==> src/shared/jesd_harness_pkg.sv <==
// constants, core register map and sample functions for the link test harness
package jesd_harness_pkg;

  // ------
  // lane and sample layout
  // ------
  localparam int LANE_W = 32;
  localparam int SAMPLE_W = 16;
  localparam int SINE_W = 14;
  localparam int CTRL_MSB = 15;
  localparam int CTRL_LSB = 14;
  localparam int SINE_MSB = 13;
  localparam int MAX_LANES = 12;
  localparam logic [3:0] PHASE_STEP = 4'h2;

  // ------
  // link parameters and their encoded values
  // ------
  localparam int OCTETS_PER_FRAME = 2;
  localparam int FRAMES_PER_MF = 32;
  localparam int MF_PER_SYSREF = 4;
  localparam int OCTETS_PER_CYCLE = 4;
  localparam int SYSREF_PERIOD_CYC =
    (MF_PER_SYSREF * FRAMES_PER_MF * OCTETS_PER_FRAME) / OCTETS_PER_CYCLE;
  localparam logic [31:0] ENC_F = 32'h0000_0001;
  localparam logic [31:0] ENC_K = 32'h0000_001f;
  localparam logic [31:0] ENC_N = 32'h0000_000d;
  localparam logic [31:0] ENC_NP = 32'h0000_000f;
  localparam logic [31:0] ENC_S = 32'h0000_0000;
  localparam logic [31:0] ENC_SCR = 32'h0000_0000;
  localparam logic [31:0] ENC_CF = 32'h0000_0001;
  localparam logic [31:0] ENC_CS = 32'h0000_0002;
  localparam logic [31:0] ENC_SUBCLASS = 32'h0000_0001;
  localparam logic [31:0] CORE_RESET_GO = 32'h0000_0001;
  localparam int CORE_RESET_BIT = 0;

  // ------
  // core register offsets (byte addresses on the management bus)
  // ------
  localparam int CORE_AW = 12;
  localparam logic [11:0] CORE_RESET_OFS = 12'h004;
  localparam logic [11:0] CORE_SCR_OFS = 12'h00c;
  localparam logic [11:0] CORE_SUBCLASS_OFS = 12'h010;
  localparam logic [11:0] CORE_F_OFS = 12'h020;
  localparam logic [11:0] CORE_K_OFS = 12'h024;
  localparam logic [11:0] CORE_L_OFS = 12'h028;
  localparam logic [11:0] CORE_M_OFS = 12'h02c;
  localparam logic [11:0] CORE_N_OFS = 12'h030;
  localparam logic [11:0] CORE_NP_OFS = 12'h034;
  localparam logic [11:0] CORE_S_OFS = 12'h038;
  localparam logic [11:0] CORE_CF_OFS = 12'h03c;
  localparam logic [11:0] CORE_CS_OFS = 12'h040;
  localparam logic [3:0] CFG_WRITES = 4'hb;

  // ------
  // own wishbone register map
  // ------
  localparam int WB_AW = 4;
  localparam logic [3:0] WB_CTRL_OFS = 4'h0;
  localparam logic [3:0] WB_STATUS_OFS = 4'h4;
  localparam logic [3:0] WB_ERRCNT_OFS = 4'h8;
  localparam int CTRL_START_BIT = 0;
  localparam int CTRL_DATA_EN_BIT = 1;
  localparam int ST_BUSY_BIT = 0;
  localparam int ST_DONE_BIT = 1;
  localparam int ST_RX_PASS_BIT = 2;
  localparam int ST_CHK_OK_BIT = 3;
  localparam int ST_AXI_ERR_BIT = 4;
  localparam int ST_LOCK_LSB = 16;
  localparam logic [15:0] ERRCNT_MAX = 16'hffff;

  // ------
  // sample generation
  // ------
  // one sine period in 16 steps, two's complement
  function automatic logic [SINE_W-1:0] sine_value(input logic [3:0] ph);
    case (ph)
      4'h0: sine_value = 14'h0000;
      4'h1: sine_value = 14'h0bf5;
      4'h2: sine_value = 14'h1619;
      4'h3: sine_value = 14'h1cdf;
      4'h4: sine_value = 14'h1f40;
      4'h5: sine_value = 14'h1cdf;
      4'h6: sine_value = 14'h1619;
      4'h7: sine_value = 14'h0bf5;
      4'h8: sine_value = 14'h0000;
      4'h9: sine_value = 14'h340b;
      4'ha: sine_value = 14'h29e7;
      4'hb: sine_value = 14'h2321;
      4'hc: sine_value = 14'h20c0;
      4'hd: sine_value = 14'h2321;
      4'he: sine_value = 14'h29e7;
      default: sine_value = 14'h340b;
    endcase
  endfunction

  // control bits in [15:14], sine in [13:0]
  function automatic logic [SAMPLE_W-1:0] make_sample(input logic [3:0] ph);
    make_sample = {ph[1:0], sine_value(ph)};
  endfunction

  // two samples per lane word, older sample in the low half
  function automatic logic [LANE_W-1:0] lane_word(input logic [3:0] ph);
    lane_word = {make_sample(ph + 4'h1), make_sample(ph)};
  endfunction

endpackage

==> src/shared/cfg_bus_if.sv <==
// request and answer bus between the sequencer and the management master
interface cfg_bus_if;
  import jesd_harness_pkg::*;
  logic req;
  logic we;
  logic [CORE_AW-1:0] addr;
  logic [31:0] wdata;
  logic ack;
  logic err;
  logic [31:0] rdata;
  modport seq (output req, output we, output addr, output wdata,
               input ack, input err, input rdata);
  modport mst (input req, input we, input addr, input wdata,
               output ack, output err, output rdata);
endinterface

==> src/verilog/jesd_link_harness.sv <==
// link test harness: configuration sequencer, sysref, sample source and checker
// What this block does
// RL1: lane words 32 bits, stream lanes times 32
// RL2: two samples per lane word, one per frame
// RL3: sample bits 15:14 control, 13:0 sine
// RL4: same mapping on all lanes, no splitting
// RL5: sysref repeats every four multi-frames
// RL6: write link parameters, then reset value one
// RL7: poll reset register until bit clears
// RL8: octets per frame 2, written as 1
// RL9: frames per multi-frame 32, written 31
// RL10: lanes and converters written as lanes minus one
// RL11: resolution written 13, sample bits 15
// RL12: samples per converter written as 0
// RL13: scrambling 0, control words 1, bits 2
// RL14: subclass field written as 1
// RL15: generate mapped sine samples for the receiver
// RL16: receiver reports one pass bit on match
// RL17: check decoded aligned lanes for sine samples
// RL18: hold data until reset handshake completes
//
// Added by the designer: the register addresses and the Wishbone register port.
module jesd_link_harness
  import jesd_harness_pkg::*;
#(
  parameter int LANES = 2
)
(
  input wire logic clk_i,
  input wire logic rst_i,
  input wire logic [WB_AW-1:0] wb_adr_i,
  input wire logic [31:0] wb_dat_i,
  output logic [31:0] wb_dat_o,
  input wire logic wb_we_i,
  input wire logic [3:0] wb_sel_i,
  input wire logic wb_cyc_i,
  input wire logic wb_stb_i,
  output logic wb_ack_o,
  output logic [CORE_AW-1:0] m_awaddr_o,
  output logic m_awvalid_o,
  input wire logic m_awready_i,
  output logic [31:0] m_wdata_o,
  output logic [3:0] m_wstrb_o,
  output logic m_wvalid_o,
  input wire logic m_wready_i,
  input wire logic [1:0] m_bresp_i,
  input wire logic m_bvalid_i,
  output logic m_bready_o,
  output logic [CORE_AW-1:0] m_araddr_o,
  output logic m_arvalid_o,
  input wire logic m_arready_i,
  input wire logic [31:0] m_rdata_i,
  input wire logic [1:0] m_rresp_i,
  input wire logic m_rvalid_i,
  output logic m_rready_o,
  output logic sysref_o,
  output logic link_ready_o,
  output logic [LANES*LANE_W-1:0] src_tdata_o,
  output logic src_tvalid_o,
  input wire logic src_tready_i,
  input wire logic [LANES*LANE_W-1:0] chk_tdata_i,
  input wire logic chk_tvalid_i,
  input wire logic rx_pass_i
);

  initial begin
    if (LANES < 1 || LANES > MAX_LANES) $error("LANES must be 1 to 12");
  end

  // ------
  // types and state
  // ------
  typedef enum logic [2:0] {
    CS_IDLE = 3'b000,
    CS_WRITE = 3'b001,
    CS_RST = 3'b010,
    CS_POLL = 3'b011,
    CS_DONE = 3'b100
  } cfg_state_type;

  typedef struct packed {
    cfg_state_type st;
    logic [3:0] idx;
    logic req;
    logic we;
    logic [CORE_AW-1:0] addr;
    logic [31:0] wdata;
    logic axi_err;
    logic start;
    logic data_en;
    logic [15:0] sref_cnt;
    logic sysref;
    logic wb_ack;
    logic [31:0] wb_dat;
    logic [LANES-1:0] lock;
    logic [LANES-1:0][3:0] phase;
    logic [15:0] err_cnt;
  } hs_type;

  localparam logic [15:0] SREF_LAST = 16'(SYSREF_PERIOD_CYC - 1);
  localparam logic [31:0] ENC_LANES = 32'(LANES - 1);

  hs_type s_reg, s_next;
  logic wb_req;
  logic [LANES-1:0] lane_hit;
  logic [LANES-1:0] lane_first;
  logic chk_ok;
  logic src_en;
  logic start_set;

  cfg_bus_if cfg ();

  // ------
  // parameter table walked by the sequencer
  // ------
  function automatic logic [CORE_AW+31:0] cfg_entry(input logic [3:0] i);
    case (i)
      4'h0: cfg_entry = {CORE_F_OFS, ENC_F}; // [RL8]
      4'h1: cfg_entry = {CORE_K_OFS, ENC_K}; // [RL9]
      4'h2: cfg_entry = {CORE_L_OFS, ENC_LANES}; // [RL10]
      4'h3: cfg_entry = {CORE_M_OFS, ENC_LANES}; // [RL10]
      4'h4: cfg_entry = {CORE_N_OFS, ENC_N}; // [RL11]
      4'h5: cfg_entry = {CORE_NP_OFS, ENC_NP}; // [RL11]
      4'h6: cfg_entry = {CORE_S_OFS, ENC_S}; // [RL12]
      4'h7: cfg_entry = {CORE_SCR_OFS, ENC_SCR}; // [RL13]
      4'h8: cfg_entry = {CORE_CF_OFS, ENC_CF}; // [RL13]
      4'h9: cfg_entry = {CORE_CS_OFS, ENC_CS}; // [RL13]
      default: cfg_entry = {CORE_SUBCLASS_OFS, ENC_SUBCLASS}; // [RL14]
    endcase
  endfunction

  // ------
  // per-lane comparison against the expected sine words
  // ------
  genvar g;
  generate
    for (g = 0; g < LANES; g++) begin : g_lane
      assign lane_hit[g] =
        chk_tdata_i[g*LANE_W +: LANE_W] == lane_word(s_reg.phase[g]); // [RL17]
      assign lane_first[g] =
        chk_tdata_i[g*LANE_W +: LANE_W] == lane_word(4'h0); // [RL17]
    end
  endgenerate

  assign wb_req = wb_cyc_i && wb_stb_i && !s_reg.wb_ack;
  assign chk_ok = (&s_reg.lock) && (s_reg.err_cnt == 16'h0000);
  assign src_en = s_reg.data_en && (s_reg.st == CS_DONE); // [RL18]
  // a start written in the cycle it is taken survives: the set wins
  assign start_set = wb_req && wb_we_i && wb_sel_i[0] && (wb_adr_i == WB_CTRL_OFS) &&
    wb_dat_i[CTRL_START_BIT];

  // ------
  // next state
  // ------
  always_comb begin
    s_next = s_reg;
    s_next.wb_ack = 1'b0;

    // sysref: one-cycle pulse every four multi-frames
    if (s_reg.sref_cnt == SREF_LAST) begin
      s_next.sref_cnt = 16'h0000;
      s_next.sysref = 1'b1; // [RL5]
    end else begin
      s_next.sref_cnt = s_reg.sref_cnt + 16'h0001;
      s_next.sysref = 1'b0;
    end

    // wishbone slave, one wait state, unmapped reads zero
    if (wb_req) begin
      s_next.wb_ack = 1'b1;
      s_next.wb_dat = 32'h0000_0000;
      case (wb_adr_i)
        WB_CTRL_OFS: begin
          s_next.wb_dat[CTRL_DATA_EN_BIT] = s_reg.data_en;
          s_next.wb_dat[CTRL_START_BIT] = s_reg.start;
          if (wb_we_i && wb_sel_i[0]) begin
            s_next.data_en = wb_dat_i[CTRL_DATA_EN_BIT];
            if (wb_dat_i[CTRL_START_BIT]) s_next.start = 1'b1;
          end
        end
        WB_STATUS_OFS: begin
          s_next.wb_dat[ST_BUSY_BIT] = (s_reg.st != CS_IDLE) && (s_reg.st != CS_DONE);
          s_next.wb_dat[ST_DONE_BIT] = (s_reg.st == CS_DONE);
          s_next.wb_dat[ST_RX_PASS_BIT] = rx_pass_i; // [RL16]
          s_next.wb_dat[ST_CHK_OK_BIT] = chk_ok;
          s_next.wb_dat[ST_AXI_ERR_BIT] = s_reg.axi_err;
          s_next.wb_dat[ST_LOCK_LSB +: LANES] = s_reg.lock;
        end
        WB_ERRCNT_OFS: begin
          s_next.wb_dat[15:0] = s_reg.err_cnt;
          if (wb_we_i && wb_sel_i[0]) s_next.err_cnt = 16'h0000;
        end
        default: s_next.wb_dat = 32'h0000_0000;
      endcase
    end

    // configuration sequencer
    if (cfg.ack) begin
      s_next.req = 1'b0;
      if (cfg.err) s_next.axi_err = 1'b1;
    end
    case (s_reg.st)
      CS_IDLE: begin
        if (s_reg.start) begin
          s_next.start = start_set;
          s_next.axi_err = 1'b0;
          s_next.idx = 4'h0;
          s_next.st = CS_WRITE;
        end
      end
      CS_WRITE: begin
        if (!s_reg.req && !cfg.ack) begin
          s_next.req = 1'b1;
          s_next.we = 1'b1;
          {s_next.addr, s_next.wdata} = cfg_entry(s_reg.idx); // [RL6]
        end else if (cfg.ack) begin
          s_next.idx = s_reg.idx + 4'h1;
          if (s_reg.idx == CFG_WRITES - 4'h1) s_next.st = CS_RST;
        end
      end
      CS_RST: begin
        if (!s_reg.req && !cfg.ack) begin
          s_next.req = 1'b1;
          s_next.we = 1'b1;
          s_next.addr = CORE_RESET_OFS;
          s_next.wdata = CORE_RESET_GO; // [RL6]
        end else if (cfg.ack) begin
          s_next.st = CS_POLL;
        end
      end
      CS_POLL: begin
        if (!s_reg.req && !cfg.ack) begin
          s_next.req = 1'b1;
          s_next.we = 1'b0;
          s_next.addr = CORE_RESET_OFS;
        end else if (cfg.ack && !cfg.rdata[CORE_RESET_BIT]) begin
          s_next.st = CS_DONE; // [RL7]
        end
      end
      CS_DONE: begin
        if (s_reg.start) begin
          s_next.start = start_set;
          s_next.axi_err = 1'b0;
          s_next.idx = 4'h0;
          s_next.st = CS_WRITE;
        end
      end
      default: s_next.st = CS_IDLE;
    endcase

    // lane checker: lock on the first word of a period, then follow
    if (s_reg.st != CS_DONE) begin
      s_next.lock = '0; // [RL18]
    end else if (chk_tvalid_i) begin
      for (int i = 0; i < LANES; i++) begin
        if (!s_reg.lock[i]) begin
          if (lane_first[i]) begin
            s_next.lock[i] = 1'b1; // [RL17]
            s_next.phase[i] = PHASE_STEP;
          end
        end else if (lane_hit[i]) begin
          s_next.phase[i] = s_reg.phase[i] + PHASE_STEP;
        end else begin
          s_next.lock[i] = 1'b0;
        end
      end
      if (|(s_reg.lock & ~lane_hit) && s_next.err_cnt != ERRCNT_MAX) begin
        s_next.err_cnt = s_next.err_cnt + 16'h0001;
      end
    end
  end

  // ------
  // state register
  // ------
  always_ff @(posedge clk_i) begin
    if (rst_i) s_reg <= '0;
    else s_reg <= s_next;
  end

  // ------
  // sequencer drives the management master
  // ------
  assign cfg.req = s_reg.req && !cfg.ack;
  assign cfg.we = s_reg.we;
  assign cfg.addr = s_reg.addr;
  assign cfg.wdata = s_reg.wdata;

  axil_master u_axil (
    .clk_i(clk_i),
    .rst_i(rst_i),
    .cfg(cfg),
    .m_awaddr_o(m_awaddr_o),
    .m_awvalid_o(m_awvalid_o),
    .m_awready_i(m_awready_i),
    .m_wdata_o(m_wdata_o),
    .m_wstrb_o(m_wstrb_o),
    .m_wvalid_o(m_wvalid_o),
    .m_wready_i(m_wready_i),
    .m_bresp_i(m_bresp_i),
    .m_bvalid_i(m_bvalid_i),
    .m_bready_o(m_bready_o),
    .m_araddr_o(m_araddr_o),
    .m_arvalid_o(m_arvalid_o),
    .m_arready_i(m_arready_i),
    .m_rdata_i(m_rdata_i),
    .m_rresp_i(m_rresp_i),
    .m_rvalid_i(m_rvalid_i),
    .m_rready_o(m_rready_o)
  );

  // sine source towards the encoder of the receive lanes
  sample_mapper #(.LANES(LANES)) u_mapper (
    .clk_i(clk_i),
    .rst_i(rst_i),
    .en_i(src_en), // [RL15]
    .ready_i(src_tready_i),
    .valid_o(src_tvalid_o),
    .data_o(src_tdata_o)
  );

  // ------
  // outputs
  // ------
  assign sysref_o = s_reg.sysref;
  assign link_ready_o = (s_reg.st == CS_DONE);
  assign wb_ack_o = s_reg.wb_ack;
  assign wb_dat_o = s_reg.wb_dat;

endmodule

==> src/verilog/axil_master.sv <==
// single-access axi4-lite master driven from the configuration bus
module axil_master
  import jesd_harness_pkg::*;
(
  input wire logic clk_i,
  input wire logic rst_i,
  cfg_bus_if.mst cfg,
  output logic [CORE_AW-1:0] m_awaddr_o,
  output logic m_awvalid_o,
  input wire logic m_awready_i,
  output logic [31:0] m_wdata_o,
  output logic [3:0] m_wstrb_o,
  output logic m_wvalid_o,
  input wire logic m_wready_i,
  input wire logic [1:0] m_bresp_i,
  input wire logic m_bvalid_i,
  output logic m_bready_o,
  output logic [CORE_AW-1:0] m_araddr_o,
  output logic m_arvalid_o,
  input wire logic m_arready_i,
  input wire logic [31:0] m_rdata_i,
  input wire logic [1:0] m_rresp_i,
  input wire logic m_rvalid_i,
  output logic m_rready_o
);

  typedef enum logic [2:0] {
    AM_IDLE = 3'b000,
    AM_WRITE = 3'b001,
    AM_WRESP = 3'b010,
    AM_RADDR = 3'b011,
    AM_RDATA = 3'b100
  } am_state_type;

  typedef struct packed {
    am_state_type st;
    logic aw_done;
    logic w_done;
    logic [CORE_AW-1:0] addr;
    logic [31:0] wdata;
    logic [31:0] rdata;
    logic ack;
    logic err;
  } am_type;

  am_type s_reg, s_next;

  // ------
  // channel sequencing: write address and data together, then response; read address, then data
  // ------
  always_comb begin
    s_next = s_reg;
    s_next.ack = 1'b0;
    case (s_reg.st)
      AM_IDLE: begin
        if (cfg.req) begin
          s_next.addr = cfg.addr;
          s_next.wdata = cfg.wdata;
          s_next.aw_done = 1'b0;
          s_next.w_done = 1'b0;
          s_next.st = cfg.we ? AM_WRITE : AM_RADDR;
        end
      end
      AM_WRITE: begin
        if (m_awready_i) s_next.aw_done = 1'b1;
        if (m_wready_i) s_next.w_done = 1'b1;
        if ((s_reg.aw_done || m_awready_i) && (s_reg.w_done || m_wready_i)) begin
          s_next.st = AM_WRESP;
        end
      end
      AM_WRESP: begin
        if (m_bvalid_i) begin
          s_next.ack = 1'b1;
          s_next.err = m_bresp_i[1];
          s_next.st = AM_IDLE;
        end
      end
      AM_RADDR: begin
        if (m_arready_i) s_next.st = AM_RDATA;
      end
      AM_RDATA: begin
        if (m_rvalid_i) begin
          s_next.ack = 1'b1;
          s_next.err = m_rresp_i[1];
          s_next.rdata = m_rdata_i;
          s_next.st = AM_IDLE;
        end
      end
      default: s_next.st = AM_IDLE;
    endcase
  end

  always_ff @(posedge clk_i) begin
    if (rst_i) s_reg <= '0;
    else s_reg <= s_next;
  end

  // handshake outputs from state, payloads from flops
  assign m_awvalid_o = (s_reg.st == AM_WRITE) && !s_reg.aw_done;
  assign m_wvalid_o = (s_reg.st == AM_WRITE) && !s_reg.w_done;
  assign m_bready_o = (s_reg.st == AM_WRESP);
  assign m_arvalid_o = (s_reg.st == AM_RADDR);
  assign m_rready_o = (s_reg.st == AM_RDATA);
  assign m_awaddr_o = s_reg.addr;
  assign m_araddr_o = s_reg.addr;
  assign m_wdata_o = s_reg.wdata;
  assign m_wstrb_o = 4'hf;
  assign cfg.ack = s_reg.ack;
  assign cfg.err = s_reg.err;
  assign cfg.rdata = s_reg.rdata;

endmodule

==> src/verilog/sample_mapper.sv <==
// sine sample generator packing two samples per lane word on every lane
module sample_mapper
  import jesd_harness_pkg::*;
#(
  parameter int LANES = 2
)
(
  input wire logic clk_i,
  input wire logic rst_i,
  input wire logic en_i,
  input wire logic ready_i,
  output logic valid_o,
  output logic [LANES*LANE_W-1:0] data_o
);

  typedef struct packed {
    logic [3:0] phase;
    logic valid;
    logic [LANES*LANE_W-1:0] data;
  } sm_type;

  sm_type s_reg, s_next;

  // ------
  // advance one word when the consumer takes it
  // ------
  always_comb begin
    s_next = s_reg;
    if (en_i && (!s_reg.valid || ready_i)) begin
      s_next.data = {LANES{lane_word(s_reg.phase)}}; // [RL1] [RL2] [RL3] [RL4]
      s_next.phase = s_reg.phase + PHASE_STEP;
      s_next.valid = 1'b1;
    end else if (!en_i && ready_i) begin
      s_next.valid = 1'b0;
    end
  end

  always_ff @(posedge clk_i) begin
    if (rst_i) s_reg <= '0;
    else s_reg <= s_next;
  end

  assign valid_o = s_reg.valid;
  assign data_o = s_reg.data;

endmodule

==> config.mk <==
export PLATFORM = sky130hd
export DESIGN_NAME = jesd_link_harness
export DESIGN_NICKNAME = d
export VERILOG_FILES = /design/src/shared/jesd_harness_pkg.sv /design/src/shared/cfg_bus_if.sv /design/src/verilog/jesd_link_harness.sv /design/src/verilog/axil_master.sv /design/src/verilog/sample_mapper.sv
export SDC_FILE = /design/constraint.sdc
export NUM_CORES = 1
export LEC_CHECK = 0
export ABC_AREA = 1
export BUFFER_PORTS_ARGS = -buffer_cell sky130_fd_sc_hd__buf_2
export CORE_MARGIN = 2
export CORE_UTILIZATION = 52
export CTS_CLUSTER_DIAMETER = 100
export DETAILED_ROUTE_END_ITERATION = 10
export PLACE_DENSITY = 0.81
export SLEW_MARGIN = 25
export SYNTH_ARGS = -nofsm -noshare
export SYNTH_HDL_FRONTEND = slang
export SYNTH_SLANG_ARGS = --single-unit
==> constraint.sdc <==
create_clock -name clk_i -period 4 [get_ports clk_i]
set_input_delay 0.2 -clock clk_i [delete_from_list [all_inputs] [get_ports clk_i]]
set_output_delay 0.2 -clock clk_i [all_outputs]
set_load 0.01 [all_outputs]
==> results of run 1 <==
[power by group]
part | leakage [nW] | switching (mW) | internal [mW]
clock | 0.270 | 0.712 | 0.833
sequential | 1.29 | 0.0622 | 1.68
combinational | 3.91 | 0.464 | 0.239
[what timing repair did]
action,4_1_cts,5_1_grt
endpoints found under the setup margin,0,0
hold buffers,1,0
endpoints found under the hold margin,2,0
resized for setup,0,0
setup buffers,0,0
[synthesized netlist by cell type, drive strengths merged (4+ instances only)]
cell    number
nand2      378
nor2       167
buf        163
dfxtp      159
inv        154
nand3      132
a21oi       62
o21ai       51
ha          37
xnor2       27
nand4       23
nor3        19
clkbuf      17
nor4        12
nand3b      10
or2         10
xor2        10
a31oi        9
nor3b        4
o21a         4
[per-stage QoR]
| step | setup WS (ns) | utilization | power [mW] | area (sq um) | std cells |
|---|---|---|---|---|---|
| 4_1_cts | 0.592 | 0.575 | 4.02 | 10800 | 1810 |
| 3_3_place_gp | 0.724 | 0.545 | 2.46 | 10200 | 1777 |
| 3_5_place_dp | 0.657 | 0.545 | 2.48 | 10200 | 1777 |
| 6_report | 0.547 | 0.575 | 3.99 | 10800 | 1811 |
| 5_1_grt | 0.0649 | 0.575 | 4.19 | 10800 | 1810 |
| 2_1_floorplan | 0.919 | - | 2.35 | 10200 | 1525 |
[logic make-up after synthesis]
logic type	count (synthesis)	share of synthesized area
flops	159	0.319
simple gates	758	0.340
xor+xnor	37	0.0325
fa+ha+maj	37	0.0464
buf+inv	337	0.188
compound gates	136	0.0735
other cells	2	0.000752
[worst min path at each step]
stage / cells past startpoint / to / startpoint
2_1_floorplan: 1 / s_reg[24] / chk_tvalid_i
3_3_place_gp: 2 / s_reg[25] / chk_tvalid_i
3_5_place_dp: 2 / cfg.addr[5] / flop
4_1_cts: 3 / s_reg[77] / wb_dat_i[0]
5_1_grt: 4 / u_mapper.valid_o / src_tready_i
6_report: 3 / s_reg[77] / wb_dat_i[0]
[critical path, delay by kind of cell (launching register included)]
family	cells	cell delay (ns)
and+or+nand+nor	15	1.63
buffers and inverters	3	0.38
xor gates and xnor gates	1	0.15
adders and majority gates	2	0.68
DFF	1	0.50
[cell type report]
| type | count | area (sq um) |
|---|---|---|
| fill | 1784 | 7970 |
| multi-input combinational | 1029 | 5140 |
| sequential | 159 | 3180 |
| timing repair buffer | 199 | 1020 |
| inverter | 157 | 594 |
| clock buffer | 18 | 439 |
| tap | 234 | 293 |
| clock inverter | 14 | 123 |
| antenna | 1 | 2.50 |
[per-layer routing]
layer | wire, um | part of all wire | track usage | vias up
li1 | - | - | - | 4669
met1 | 9960 | 0.45 | 0.269 | 3951
met2 | 10500 | 0.48 | 0.368 | 241
met3 | 1280 | 0.058 | 0.0474 | 31
met4 | 254 | 0.012 | 0.0526 | 0
met5 | 0 | 0 | 0 | -
==> results summary, run 1 <==
The flow ran to the end, and the final reports show no timing, DRC or antenna violations. The critical path data arrival time came out at 3.77 ns. The clock transition time at the flip-flop clock pins of the worst setup and hold paths came out at 0.07 ns. The post-synthesis average cell area came out at 6.81 sq um. The post-synthesis sequential element count is 159. In the layout the commonest cells are sky130_fd_sc_hd__nand2_1 (352), sky130_fd_sc_hd__buf_2 (190), sky130_fd_sc_hd__nor2_1 (161). The slowest cell on the critical path is sky130_fd_sc_hd__dfxtp_1. The most used flip-flop cell after synthesis is sky130_fd_sc_hd__dfxtp_1.

The critical setup path kind is reg -> reg. The congestion estimate from routability-driven global placement came to 0.887. The placeable core region is 0.0188 sq mm. The cell at the root of the clock tree is sky130_fd_sc_hd__clkbuf_16. The launching element type of the critical path is a flop.

The die height came out at 143 um. The remaining number of nets flagged by the antenna check after routing came out at 0. The min-delay analysis places its worst path in the category in -> reg. The initial utilization of the core area, before any placement, comes to 0.532. The actual transition at the worst max-transition pin is 0.772 ns. Of the available clock period, the critical path in the final layout requires 0.863. For this run, the top clock speed supported by timing is 0.290 GHz. The via total after detailed routing came out at 8892. The number of iterations in the first detailed-routing pass came out at 5. The worst flop-to-flop path startpoint is s_reg[16]. The number of buffers inserted during clock tree synthesis came out at 17. For this design the ratio of total power to cell area is 370 mW/mm^2. The layout cell share with drive strength beyond 1 is 0.187.

The number of DRC violations after detailed routing came out at 0. The total setup violations reported at the end of the flow is 0. The required time of the critical path came out at 4.31 ns. The largest incremental delay on the critical path came out at 0.50 ns. The clock passes through at most 2 buffers. By area the synthesized netlist is led by sky130_fd_sc_hd__dfxtp_1 (32%), sky130_fd_sc_hd__nand2_1 (13%), sky130_fd_sc_hd__buf_4 (12%). The minimum clock period is 3.45 ns. Compared with the post-synthesis result, the final layout area differs by 8.21%.

The number of unique standard cell types used by synthesis is 43. TritonCTS built the clock tree. Summed over all failing endpoints, the final setup total negative slack is 0 ns. The sequential element share of the synthesized area is 0.319. The net count of the finished layout is 1753. The via count of the first global-routing pass is 7893. Entering global routing, the biggest net connects 44 pins. The die boundary width came out at 143 um. Dividing the detail-routed wire length by the instance count gives 12.2 um. The number of standard cells after synthesis came out at 1466. For this run, the total global-route usage over all layers was measured as 0.213. For this run the aggregate overflow at the end of global routing stands at 0. The leakage component of the power came out at 5.46 nW.

The number of slew-limit violations in the final report is 0. The top cell type by total area after synthesis is sky130_fd_sc_hd__dfxtp_1. The insertion delay of the later-clocked pin in the worst-skew pair came out at 0.43 ns. The first global-routing pass estimated 35.6 mm of wire.

The number of levels the H-tree was split into is 4. The final worst clock skew came out at 0.00749 ns. Setup repair after global routing left no endpoint under its margin. The total routed wirelength is 22.0 mm.

The number of enable flip-flop cells after synthesis is 0. The average vias per placed instance came out at 4.91. Of all flip-flops after synthesis, the portion carrying an async set or reset was 0. The worst slew slack as a fraction of its limit is 0.484. The worst ir drop on vdd came out at 0.358 mV. The maximum fanout count along the critical path is 8. The cell row count came out at 50. The fraction of synthesized cell area taken by the top area cell type is 0.319. The final worst hold slack is 0.0246 ns. The signal on the critical path passes through inv_1 -> ha_1 -> inv_1 -> nand2_1 -> nand2_1 -> nand2_1 -> nand2_1 -> xor2_1 -> nand2_1 -> nor2_1 -> nand2_1 -> nand2_2 -> nand3_2 -> nand2_1 -> nand2_1 -> nand2_1 -> ha_1 -> inv_1 -> nand3_1 -> nand3_1 -> nand2_1.

The DRC marker count from the first detailed-route iteration came out at 579. The number of warnings issued by yosys came out at 0. Counting cells, the worst reg-to-reg path comes to 21. 318 I/O pins were placed. The count of input and output buffers is 190. The number of clock sinks is 159.

The tool flagged a number of max-cap violations equal to 0. The combined area of all synthesized cells came out at 0.00998 sq mm. The cell that appears most often on the critical path is sky130_fd_sc_hd__nand2_1.

The worst setup path is captured at a flop. After legalization and detailed placement, the total HPWL measured 16.7 mm. The most common cell after layout, fill and taps aside is sky130_fd_sc_hd__nand2_1. The worst-case register-to-register setup slack is 0.55 ns. The overall die area is 0.0203 sq mm. Tracing the worst setup path back leads to its startpoint at s_reg[16]. The number of antenna violations at the first check in global routing is 0. The hold violation count in the final report came out at 0.
No activity file was read; power rests on OpenSTA's default activity.
==> run 2: changes to the inputs <==
--- a/config.mk
+++ b/config.mk
@@ -8,10 +8,11 @@
 export ABC_AREA = 1
 export BUFFER_PORTS_ARGS = -buffer_cell sky130_fd_sc_hd__buf_2
 export CORE_MARGIN = 2
-export CORE_UTILIZATION = 52
+export CORE_UTILIZATION = 53
+export CTS_BUF_LIST = sky130_fd_sc_hd__clkbuf_2 sky130_fd_sc_hd__clkbuf_4 sky130_fd_sc_hd__clkbuf_8
 export CTS_CLUSTER_DIAMETER = 100
 export DETAILED_ROUTE_END_ITERATION = 10
-export PLACE_DENSITY = 0.81
+export PLACE_DENSITY = 0.83
 export SLEW_MARGIN = 25
 export SYNTH_ARGS = -nofsm -noshare
 export SYNTH_HDL_FRONTEND = slang
==> run 2 against run 1 <==
  * Cell count increased by 0.33%
  * First-iteration DRC count decreased by 23%
  * Die area decreased by 1.8%
  * Sequential share of layout area increased by 0.28 points
  * Critical path depth increased by 3
  * Clock power decreased by 21%
  * Maximum frequency increased by 0.98%
  * Utilization about the same
  * Combinational power increased by 1%
  * Sequential cell count unchanged
  * Design area decreased by 0.95%
  * Largest cell class unchanged
==> results summary, run 2 (same netlist as run 1, synthesis figures left out) <==
The worst ir drop on vdd came out at 0.447 mV (+25%). The starting utilization of the core area came out at 0.537 (+0.00537). The sequential share of power came to 0.475 (+0.038).

The global-route wire length before repair came out at 36.1 mm (+1.6%). The startpoint identified for the worst hold timing path is rx_pass_i. The path with the worst hold slack has its endpoint at wb_dat_o[2]. The total routed wirelength is 22.3 mm (+1.2%). The combinational share of power is 0.194 (+0.018). The relative contribution of the clock network to total power is 0.331 (-0.056). The final sum of negative setup slack was 0 ns (unchanged). The net switching power figure is 1.16 mW (-6.5%).

The critical path data arrival time came to 3.77 ns (about the same). The run finished with clean final reports. The insertion delay of the later-clocked pin in the worst-skew pair was 0.46 ns (+0.03 ns). The die height came to 141 um (-0.92%). The maximum fanout count along the critical path is 8 (unchanged).

The number of iterations in the first detailed-routing pass was 5 (unchanged). The layout cell share with drive strength beyond 1 came out at 0.187 (about the same). The DRC marker count from the first detailed-route iteration came out at 448 (-23%). The final weighted congestion in routability-driven placement came out at 0.892 (+0.56%). The routed length per placed instance came out at 12.3 um (+0.89%). The max capacitance violation total came out at 0 (unchanged). The largest net degree at the start of global routing is 44 (unchanged). The count of cells along the worst register-to-register path is 24 (+14%).

The average vias per placed instance came to 4.91 (about the same). The I/O pin count came out at 318 (unchanged). The count of cells along the worst hold path is 3 (unchanged). The hold violation count in the final report is 0 (unchanged). The critical setup path kind is reg -> reg.

The sum of net half-perimeters after detailed placement came out at 17.0 mm (+2.1%). The switching power share of the total came out at 0.315 (+0.00495). The slowest cell on the critical path is sky130_fd_sc_hd__dfxtp_1. The kind of end point of the critical path is a flop. The via count of the first global-routing pass came to 8074 (+2.3%). The final clock period utilization by the worst path was 0.855 (-0.00840). The signal on the critical path passes through inv_1 -> ha_1 -> inv_1 -> nand2_1 -> nand2_1 -> nand2_1 -> nand2_1 -> nand2_1 -> nand3_1 -> nand2_1 -> nor2_1 -> nand2_1 -> nor2_1 -> nand2_1 -> nand2_2 -> nand3_2 -> nand2_1 -> nand2_1 -> nand2_1 -> ha_1 -> inv_1 -> nand3_1 -> nand3_1 -> nand2_1. From synthesis to final layout, the design area changed by 7.18%. The overall die area is 0.0199 sq mm (-1.8%). The leakage component of the power came out at 5.42 nW (-0.88%). The number of DRC violations after detailed routing is 0 (unchanged).

The number of levels the H-tree was split into came out at 4 (unchanged). The number of buffers inserted during clock tree synthesis is 17 (unchanged). The largest incremental delay on the critical path came out at 0.51 ns (about the same). The cell at the root of the clock tree is sky130_fd_sc_hd__clkbuf_8. The worst min-delay path class is in -> reg. The number of antenna violations at the first check in global routing came out at 1 (+1). The library cell used most frequently in the layout, excluding fill and tap cells, is sky130_fd_sc_hd__nand2_1. Leaving out fill and tap cells, the most frequent cells in the layout are sky130_fd_sc_hd__nand2_1 (352), sky130_fd_sc_hd__buf_2 (190), sky130_fd_sc_hd__nor2_1 (161). The global routing usage summed across all routing layers came to 0.219 (+0.00612). The required time of the critical path came out at 4.35 ns (+0.04 ns).

The worst slew slack as a fraction of its limit is 0.510 (+0.0264). The cell area power density came out at 343 mW/mm^2 (-7.1%). The minimum clock period came out at 3.42 ns (-0.0336 ns). The clock transition time at the flip-flop clock pins of the worst setup and hold paths is 0.09 ns (+0.02 ns). The total setup violations reported at the end of the flow is 0 (unchanged).

The worst-case register-to-register setup slack is 0.58 ns (+0.03 ns). TritonCTS built the clock tree. The achievable frequency is 0.292 GHz (+0.98%). The cell row count came out at 50 (unchanged).

By instance count, the cell type seen most on the critical path is sky130_fd_sc_hd__nand2_1. The via total after detailed routing is 8925 (+0.37%). The placeable core region was 0.0186 sq mm (-1.0%). The maximum buffer depth of the clock tree came out at 2 (unchanged). The launching element type of the critical path is a flop. The number of slew-limit violations in the final report came out at 0 (unchanged). The count of input and output buffers was 190 (unchanged). The final worst clock skew is 0.0136 ns (+0.00607 ns). The total overflow reported by the global router came out at 0 (unchanged). The number of clock sinks came to 159 (unchanged). The remaining number of nets flagged by the antenna check after routing was 0 (unchanged).

The number of nets in the final layout is 1758 (+0.29%). The die boundary width came out at 141 um (-0.92%). The internal portion of total power is 2.52 mW (-8.7%). The actual transition at the worst max-transition pin is 0.732 ns (-0.0395 ns). The post-place instance area is 0.0102 sq mm (about the same). The worst register-to-register path begins at s_reg[16]. Setup repair after global routing left no endpoint under its margin. The summed area of non-filler cells in the final layout was 0.0107 sq mm (-0.95%).
-- run 2: cell types whose count changed in the layout (fill, tap and decap cells not counted), sizes merged --
cell / before / now
buf: 198 / 199
bufinv: 0 / 2
clkbuf: 18 / 19
diode: 1 / 2
dlygate4sd3: 1 / 5
inv: 163 / 160
-- run 2: cell type report --
class | instances | area [sq um]
fill | 1765 | 7880
clock inverter | 13 | 154
timing repair buffer | 204 | 1070
antenna | 2 | 5.00
clock buffer | 19 | 255
inverter | 157 | 594
tap | 234 | 293
multi-input combinational | 1029 | 5140
sequential | 159 | 3180
-- run 2: worst max path at each step --
stage               startpoint   end  depth (start not counted)  slack (ns)
floorplan            s_reg[20]  flop                         24        0.92
global placement     s_reg[21]  flop                         23        0.75
detailed placement   s_reg[21]  flop                         23        0.64
finish               s_reg[16]  flop                         24        0.58
CTS                  s_reg[21]  flop                         23        0.62
global route         s_reg[21]  flop                         23        0.21
-- run 2: metal layers --
metal / global-route usage / share of wire / vias to the layer above / wire length [um]
li1: - / - / 4662 / -
met1: 0.274 / 0.45 / 4001 / 10100
met2: 0.378 / 0.48 / 233 / 10700
met3: 0.0499 / 0.054 / 29 / 1210
met4: 0.0611 / 0.016 / 0 / 347
met5: 0 / 0 / - / 0
-- run 2: power groups by stage --
stage               Clock (mW)  Combinational (mW)  Sequential (mW)
detailed placement           0               0.703             1.78
finish                    1.22               0.713             1.75
global route              1.32               0.812             1.76
global placement             0               0.685             1.78
floorplan                    0               0.584             1.77
CTS                       1.24               0.710             1.74
-- run 2: per-stage QoR --
| stage | worst slack [ns] | power (mW) | hold WS [ns] | utilization | std cells |
|---|---|---|---|---|---|
| floorplan | 0.919 | 2.35 | 0.293 | - | 1525 |
| global placement | 0.750 | 2.46 | 0.431 | 0.551 | 1778 |
| detailed placement | 0.642 | 2.48 | 0.443 | 0.551 | 1778 |
| CTS | 0.615 | 3.70 | 0.00342 | 0.575 | 1815 |
| global route | 0.214 | 3.89 | 0.0173 | 0.575 | 1815 |
| finish | 0.581 | 3.67 | 0.0389 | 0.576 | 1817 |
-- run 2: worst max-delay path: cells and delay by family (launching register included) --
family,cells,cell delay (ns)
fa+ha+maj,2,0.67
flops,1,0.51
buf+inv,3,0.40
simple gates,19,1.74
-- run 2: timing repair --
item,CTS,global route
setup buffers,0,0
hold buffers,5,0
resized for setup,0,0
endpoints found under the hold margin,6,0
==> run 3: changes to the inputs <==
--- a/config.mk
+++ b/config.mk
@@ -7,12 +7,14 @@
 export LEC_CHECK = 0
 export ABC_AREA = 1
 export BUFFER_PORTS_ARGS = -buffer_cell sky130_fd_sc_hd__buf_2
+export CELL_PAD_IN_SITES_DETAIL_PLACEMENT = 2
+export CELL_PAD_IN_SITES_GLOBAL_PLACEMENT = 2
 export CORE_MARGIN = 2
-export CORE_UTILIZATION = 53
+export CORE_UTILIZATION = 28
 export CTS_BUF_LIST = sky130_fd_sc_hd__clkbuf_2 sky130_fd_sc_hd__clkbuf_4 sky130_fd_sc_hd__clkbuf_8
 export CTS_CLUSTER_DIAMETER = 100
 export DETAILED_ROUTE_END_ITERATION = 10
-export PLACE_DENSITY = 0.83
+export PLACE_DENSITY_LB_ADDON = 0.1
 export SLEW_MARGIN = 25
 export SYNTH_ARGS = -nofsm -noshare
 export SYNTH_HDL_FRONTEND = slang
==> run 3 against run 2 <==
  * Global-route usage fell by 4.9 points
  * Worst hold slack improved by 0.0032 ns
  * Non-clock buffer count rose by 10
  * Utilization fell by 26 points
  * Clock-buffer cell count fell by 2
  * Cell count rose by 13%
  * Highest routed layer unchanged
==> results summary, run 3 (same netlist as run 1, synthesis figures left out) <==
The final clock period utilization by the worst path was 0.884 (+0.0289). Setup repair after global routing left no endpoint under its margin. The run finished with clean final reports. The total setup violations reported at the end of the flow came out at 0 (unchanged). The most common cell after layout, fill and taps aside is sky130_fd_sc_hd__nand2_1. The DRC marker count from the first detailed-route iteration came out at 266 (-41%).

The number of antenna violations at the first check in global routing came out at 0 (-1). The via count of the first global-routing pass was 9767 (+21%). The signed area change from the synthesized netlist to the final layout came out at 11.4%. The count of placed standard cells including taps came out at 2010 (+13%). The number of levels the H-tree was split into is 4 (unchanged).

The summed area of non-filler cells in the final layout is 0.0111 sq mm (+4.0%). The maximum buffer depth of the clock tree is 2 (unchanged). The number of DRC violations after detailed routing is 0 (unchanged).

The antenna diode count came out at 0 (-2). The final worst hold slack came to 0.0421 ns (+0.00315 ns). The die height came out at 193 um (+37%).

The startpoint identified for the worst hold timing path is m_rvalid_i. The setup slack after layout is 0.465 ns (-0.116 ns). The cell row count came to 69 (+38%). The worst ir drop on vdd is 0.181 mV (-60%).

TritonCTS built the clock tree. The starting utilization of the core area came out at 0.283 (-0.255). The routed length per placed instance is 15.0 um (+22%). The filler cell count came out at 4364 (+150%). The first element of the critical path is s_reg[16]. The final worst clock skew came out at 0.0109 ns (-0.00261 ns). The average vias per placed instance came out at 4.48 (-8.7%). The area used by multi-input combinational logic is 0.00514 sq mm (unchanged). The insertion delay of the later-clocked pin in the worst-skew pair came out at 0.49 ns (+0.03 ns). The global-route wire length before repair came to 50.0 mm (+38%). The number of nets in the final layout came out at 1768 (+0.57%). The worst setup path is launched from a flop. The number of clock sinks is 159 (unchanged).

The via total after detailed routing is 9201 (+3.1%). The die boundary width came out at 193 um (+37%). In the layout the commonest cells are sky130_fd_sc_hd__nand2_1 (352), sky130_fd_sc_hd__buf_2 (190), sky130_fd_sc_hd__nor2_1 (161).

The post-CTS setup repair buffer count is 0 (unchanged). The actual transition at the worst max-transition pin is 0.637 ns (-0.0949 ns). The leakage component of the power came out at 5.49 nW (+1.4%). In this run the clock root is driven by a sky130_fd_sc_hd__clkbuf_8. The final weighted congestion in routability-driven placement is 0.759 (-15%). The cell area power density came out at 353 mW/mm^2 (+2.9%). The placeable core region is 0.0353 sq mm (+90%). The sum of net half-perimeters after detailed placement was 24.4 mm (+43%). The achievable frequency is 0.283 GHz (-3.3%). The global routing usage summed across all routing layers came out at 0.170 (-0.0493). In this run the critical register-to-register path is launched from s_reg[16]. The worst hold path belongs to the class in -> reg.

The minimum clock period is 3.53 ns (+0.116 ns). The required time of the critical path is 4.38 ns (+0.03 ns). The layout cell share with drive strength beyond 1 came out at 0.190 (+0.00259).

The remaining number of nets flagged by the antenna check after routing is 0 (unchanged). The number of slew-limit violations in the final report is 0 (unchanged). The clock transition time at the flip-flop clock pins of the worst setup and hold paths is 0.09 ns (about the same).

The final sum of negative setup slack is 0 ns (unchanged). The worst-case setup slack after placement is 0.326 ns (-0.317 ns). The total overflow reported by the global router came to 0 (unchanged). The overall power is 3.93 mW (+7.0%).

The count of input and output buffers was 190 (unchanged). The critical path in this run is classified as reg -> reg. The overall die area is 0.0372 sq mm (+86%). The worst slew slack as a fraction of its limit came out at 0.575 (+0.0645). The number of buffers inserted during clock tree synthesis came out at 17 (unchanged). The final cell count without fillers came to 2052 (+13%). The largest net degree at the start of global routing is 44 (unchanged). The post-place instance area came out at 0.0106 sq mm (+3.1%).

The I/O pin count is 318 (unchanged). The maximum fanout count along the critical path is 9 (+1). The area used by sequential logic in the layout was 0.00318 sq mm (about the same). The hold violation count in the final report came out at 0 (unchanged).

The total routed wirelength came to 30.8 mm (+38%). The utilization after layout came out at 0.315 (-0.261). The kind of end point of the critical path is a flop. The max capacitance violation total is 0 (unchanged). The number of iterations in the first detailed-routing pass was 4 (-1). The critical path data arrival time is 3.92 ns (+0.15 ns).
run 3: cell types whose count changed in the layout (fill, tap and decap cells not counted), sizes merged:
| cell | previous run | this run |
|---|---|---|
| bufinv | 2 | 5 |
| buf | 199 | 204 |
| diode | 2 | 0 |
| clkbuf | 19 | 17 |
| dlygate4sd3 | 5 | 10 |
| inv | 160 | 159 |
run 3: layout make-up:
| class | instances | share of cell area |
|---|---|---|
| Clock buffer | 17 | 0.0210 |
| Clock inverter | 15 | 0.0207 |
| Tap cell | 461 | 0.0519 |
| Inverter | 157 | 0.0537 |
| Timing Repair Buffer | 214 | 0.104 |
| Sequential cell | 159 | 0.286 |
| Multi-Input combinational cell | 1029 | 0.463 |
run 3: power breakdown:
| group | switching [mW] | internal (mW) | total (mW) |
|---|---|---|---|
| sequential | 0.0681 | 1.68 | 1.75 |
| clock | 0.674 | 0.750 | 1.42 |
| combinational | 0.505 | 0.252 | 0.757 |
run 3: path summary, 6_finish.rpt:
kind                                       endpoint  slack, ns  depth (start not counted)
worst min register to register          cfg.addr[6]       0.45                          2
worst max register to register                 flop       0.47                         22
worst max-delay path                           flop       0.47                         22
worst min-delay path            u_axil.cfg.rdata[0]       0.04                          3
run 3: per-layer routing:
metal / GRT usage / routed length [um] / part of all wire / up-vias
met5: 0 / 0 / 0 / -
met4: 0.0385 / 308 / 0.010 / 0
met3: 0.0355 / 1140 / 0.037 / 20
met2: 0.300 / 15300 / 0.50 / 114
met1: 0.209 / 14100 / 0.46 / 4393
li1: - / - / - / 4674
run 3: timing repair:
action / in CTS / in global routing
endpoints found under the hold margin: 10 / 0
setup endpoints to repair: 0 / 8
resized for setup: 0 / 2
hold buffers: 10 / 0
run 3: worst max-delay path, cell delays in order (launching register included):
cell and delay (ns):
sky130_fd_sc_hd__dfxtp_1 0.51, sky130_fd_sc_hd__inv_1 0.21, sky130_fd_sc_hd__ha_1 0.39, sky130_fd_sc_hd__inv_1 0.11, sky130_fd_sc_hd__nand2_1 0.08, sky130_fd_sc_hd__nand2_1 0.09
sky130_fd_sc_hd__nand2_1 0.09, sky130_fd_sc_hd__nand2_1 0.15, sky130_fd_sc_hd__xor2_1 0.15, sky130_fd_sc_hd__nand2_1 0.07, sky130_fd_sc_hd__nor2_1 0.15, sky130_fd_sc_hd__nand2_1 0.12
sky130_fd_sc_hd__nand2_2 0.18, sky130_fd_sc_hd__nand3_2 0.12, sky130_fd_sc_hd__nand2_1 0.08, sky130_fd_sc_hd__nand2_1 0.06, sky130_fd_sc_hd__nand2_1 0.18, sky130_fd_sc_hd__inv_1 0.15
sky130_fd_sc_hd__ha_1 0.22, sky130_fd_sc_hd__nand3_1 0.08, sky130_fd_sc_hd__nand2_1 0.09, sky130_fd_sc_hd__nand2_1 0.09, sky130_fd_sc_hd__nand2_1 0.05
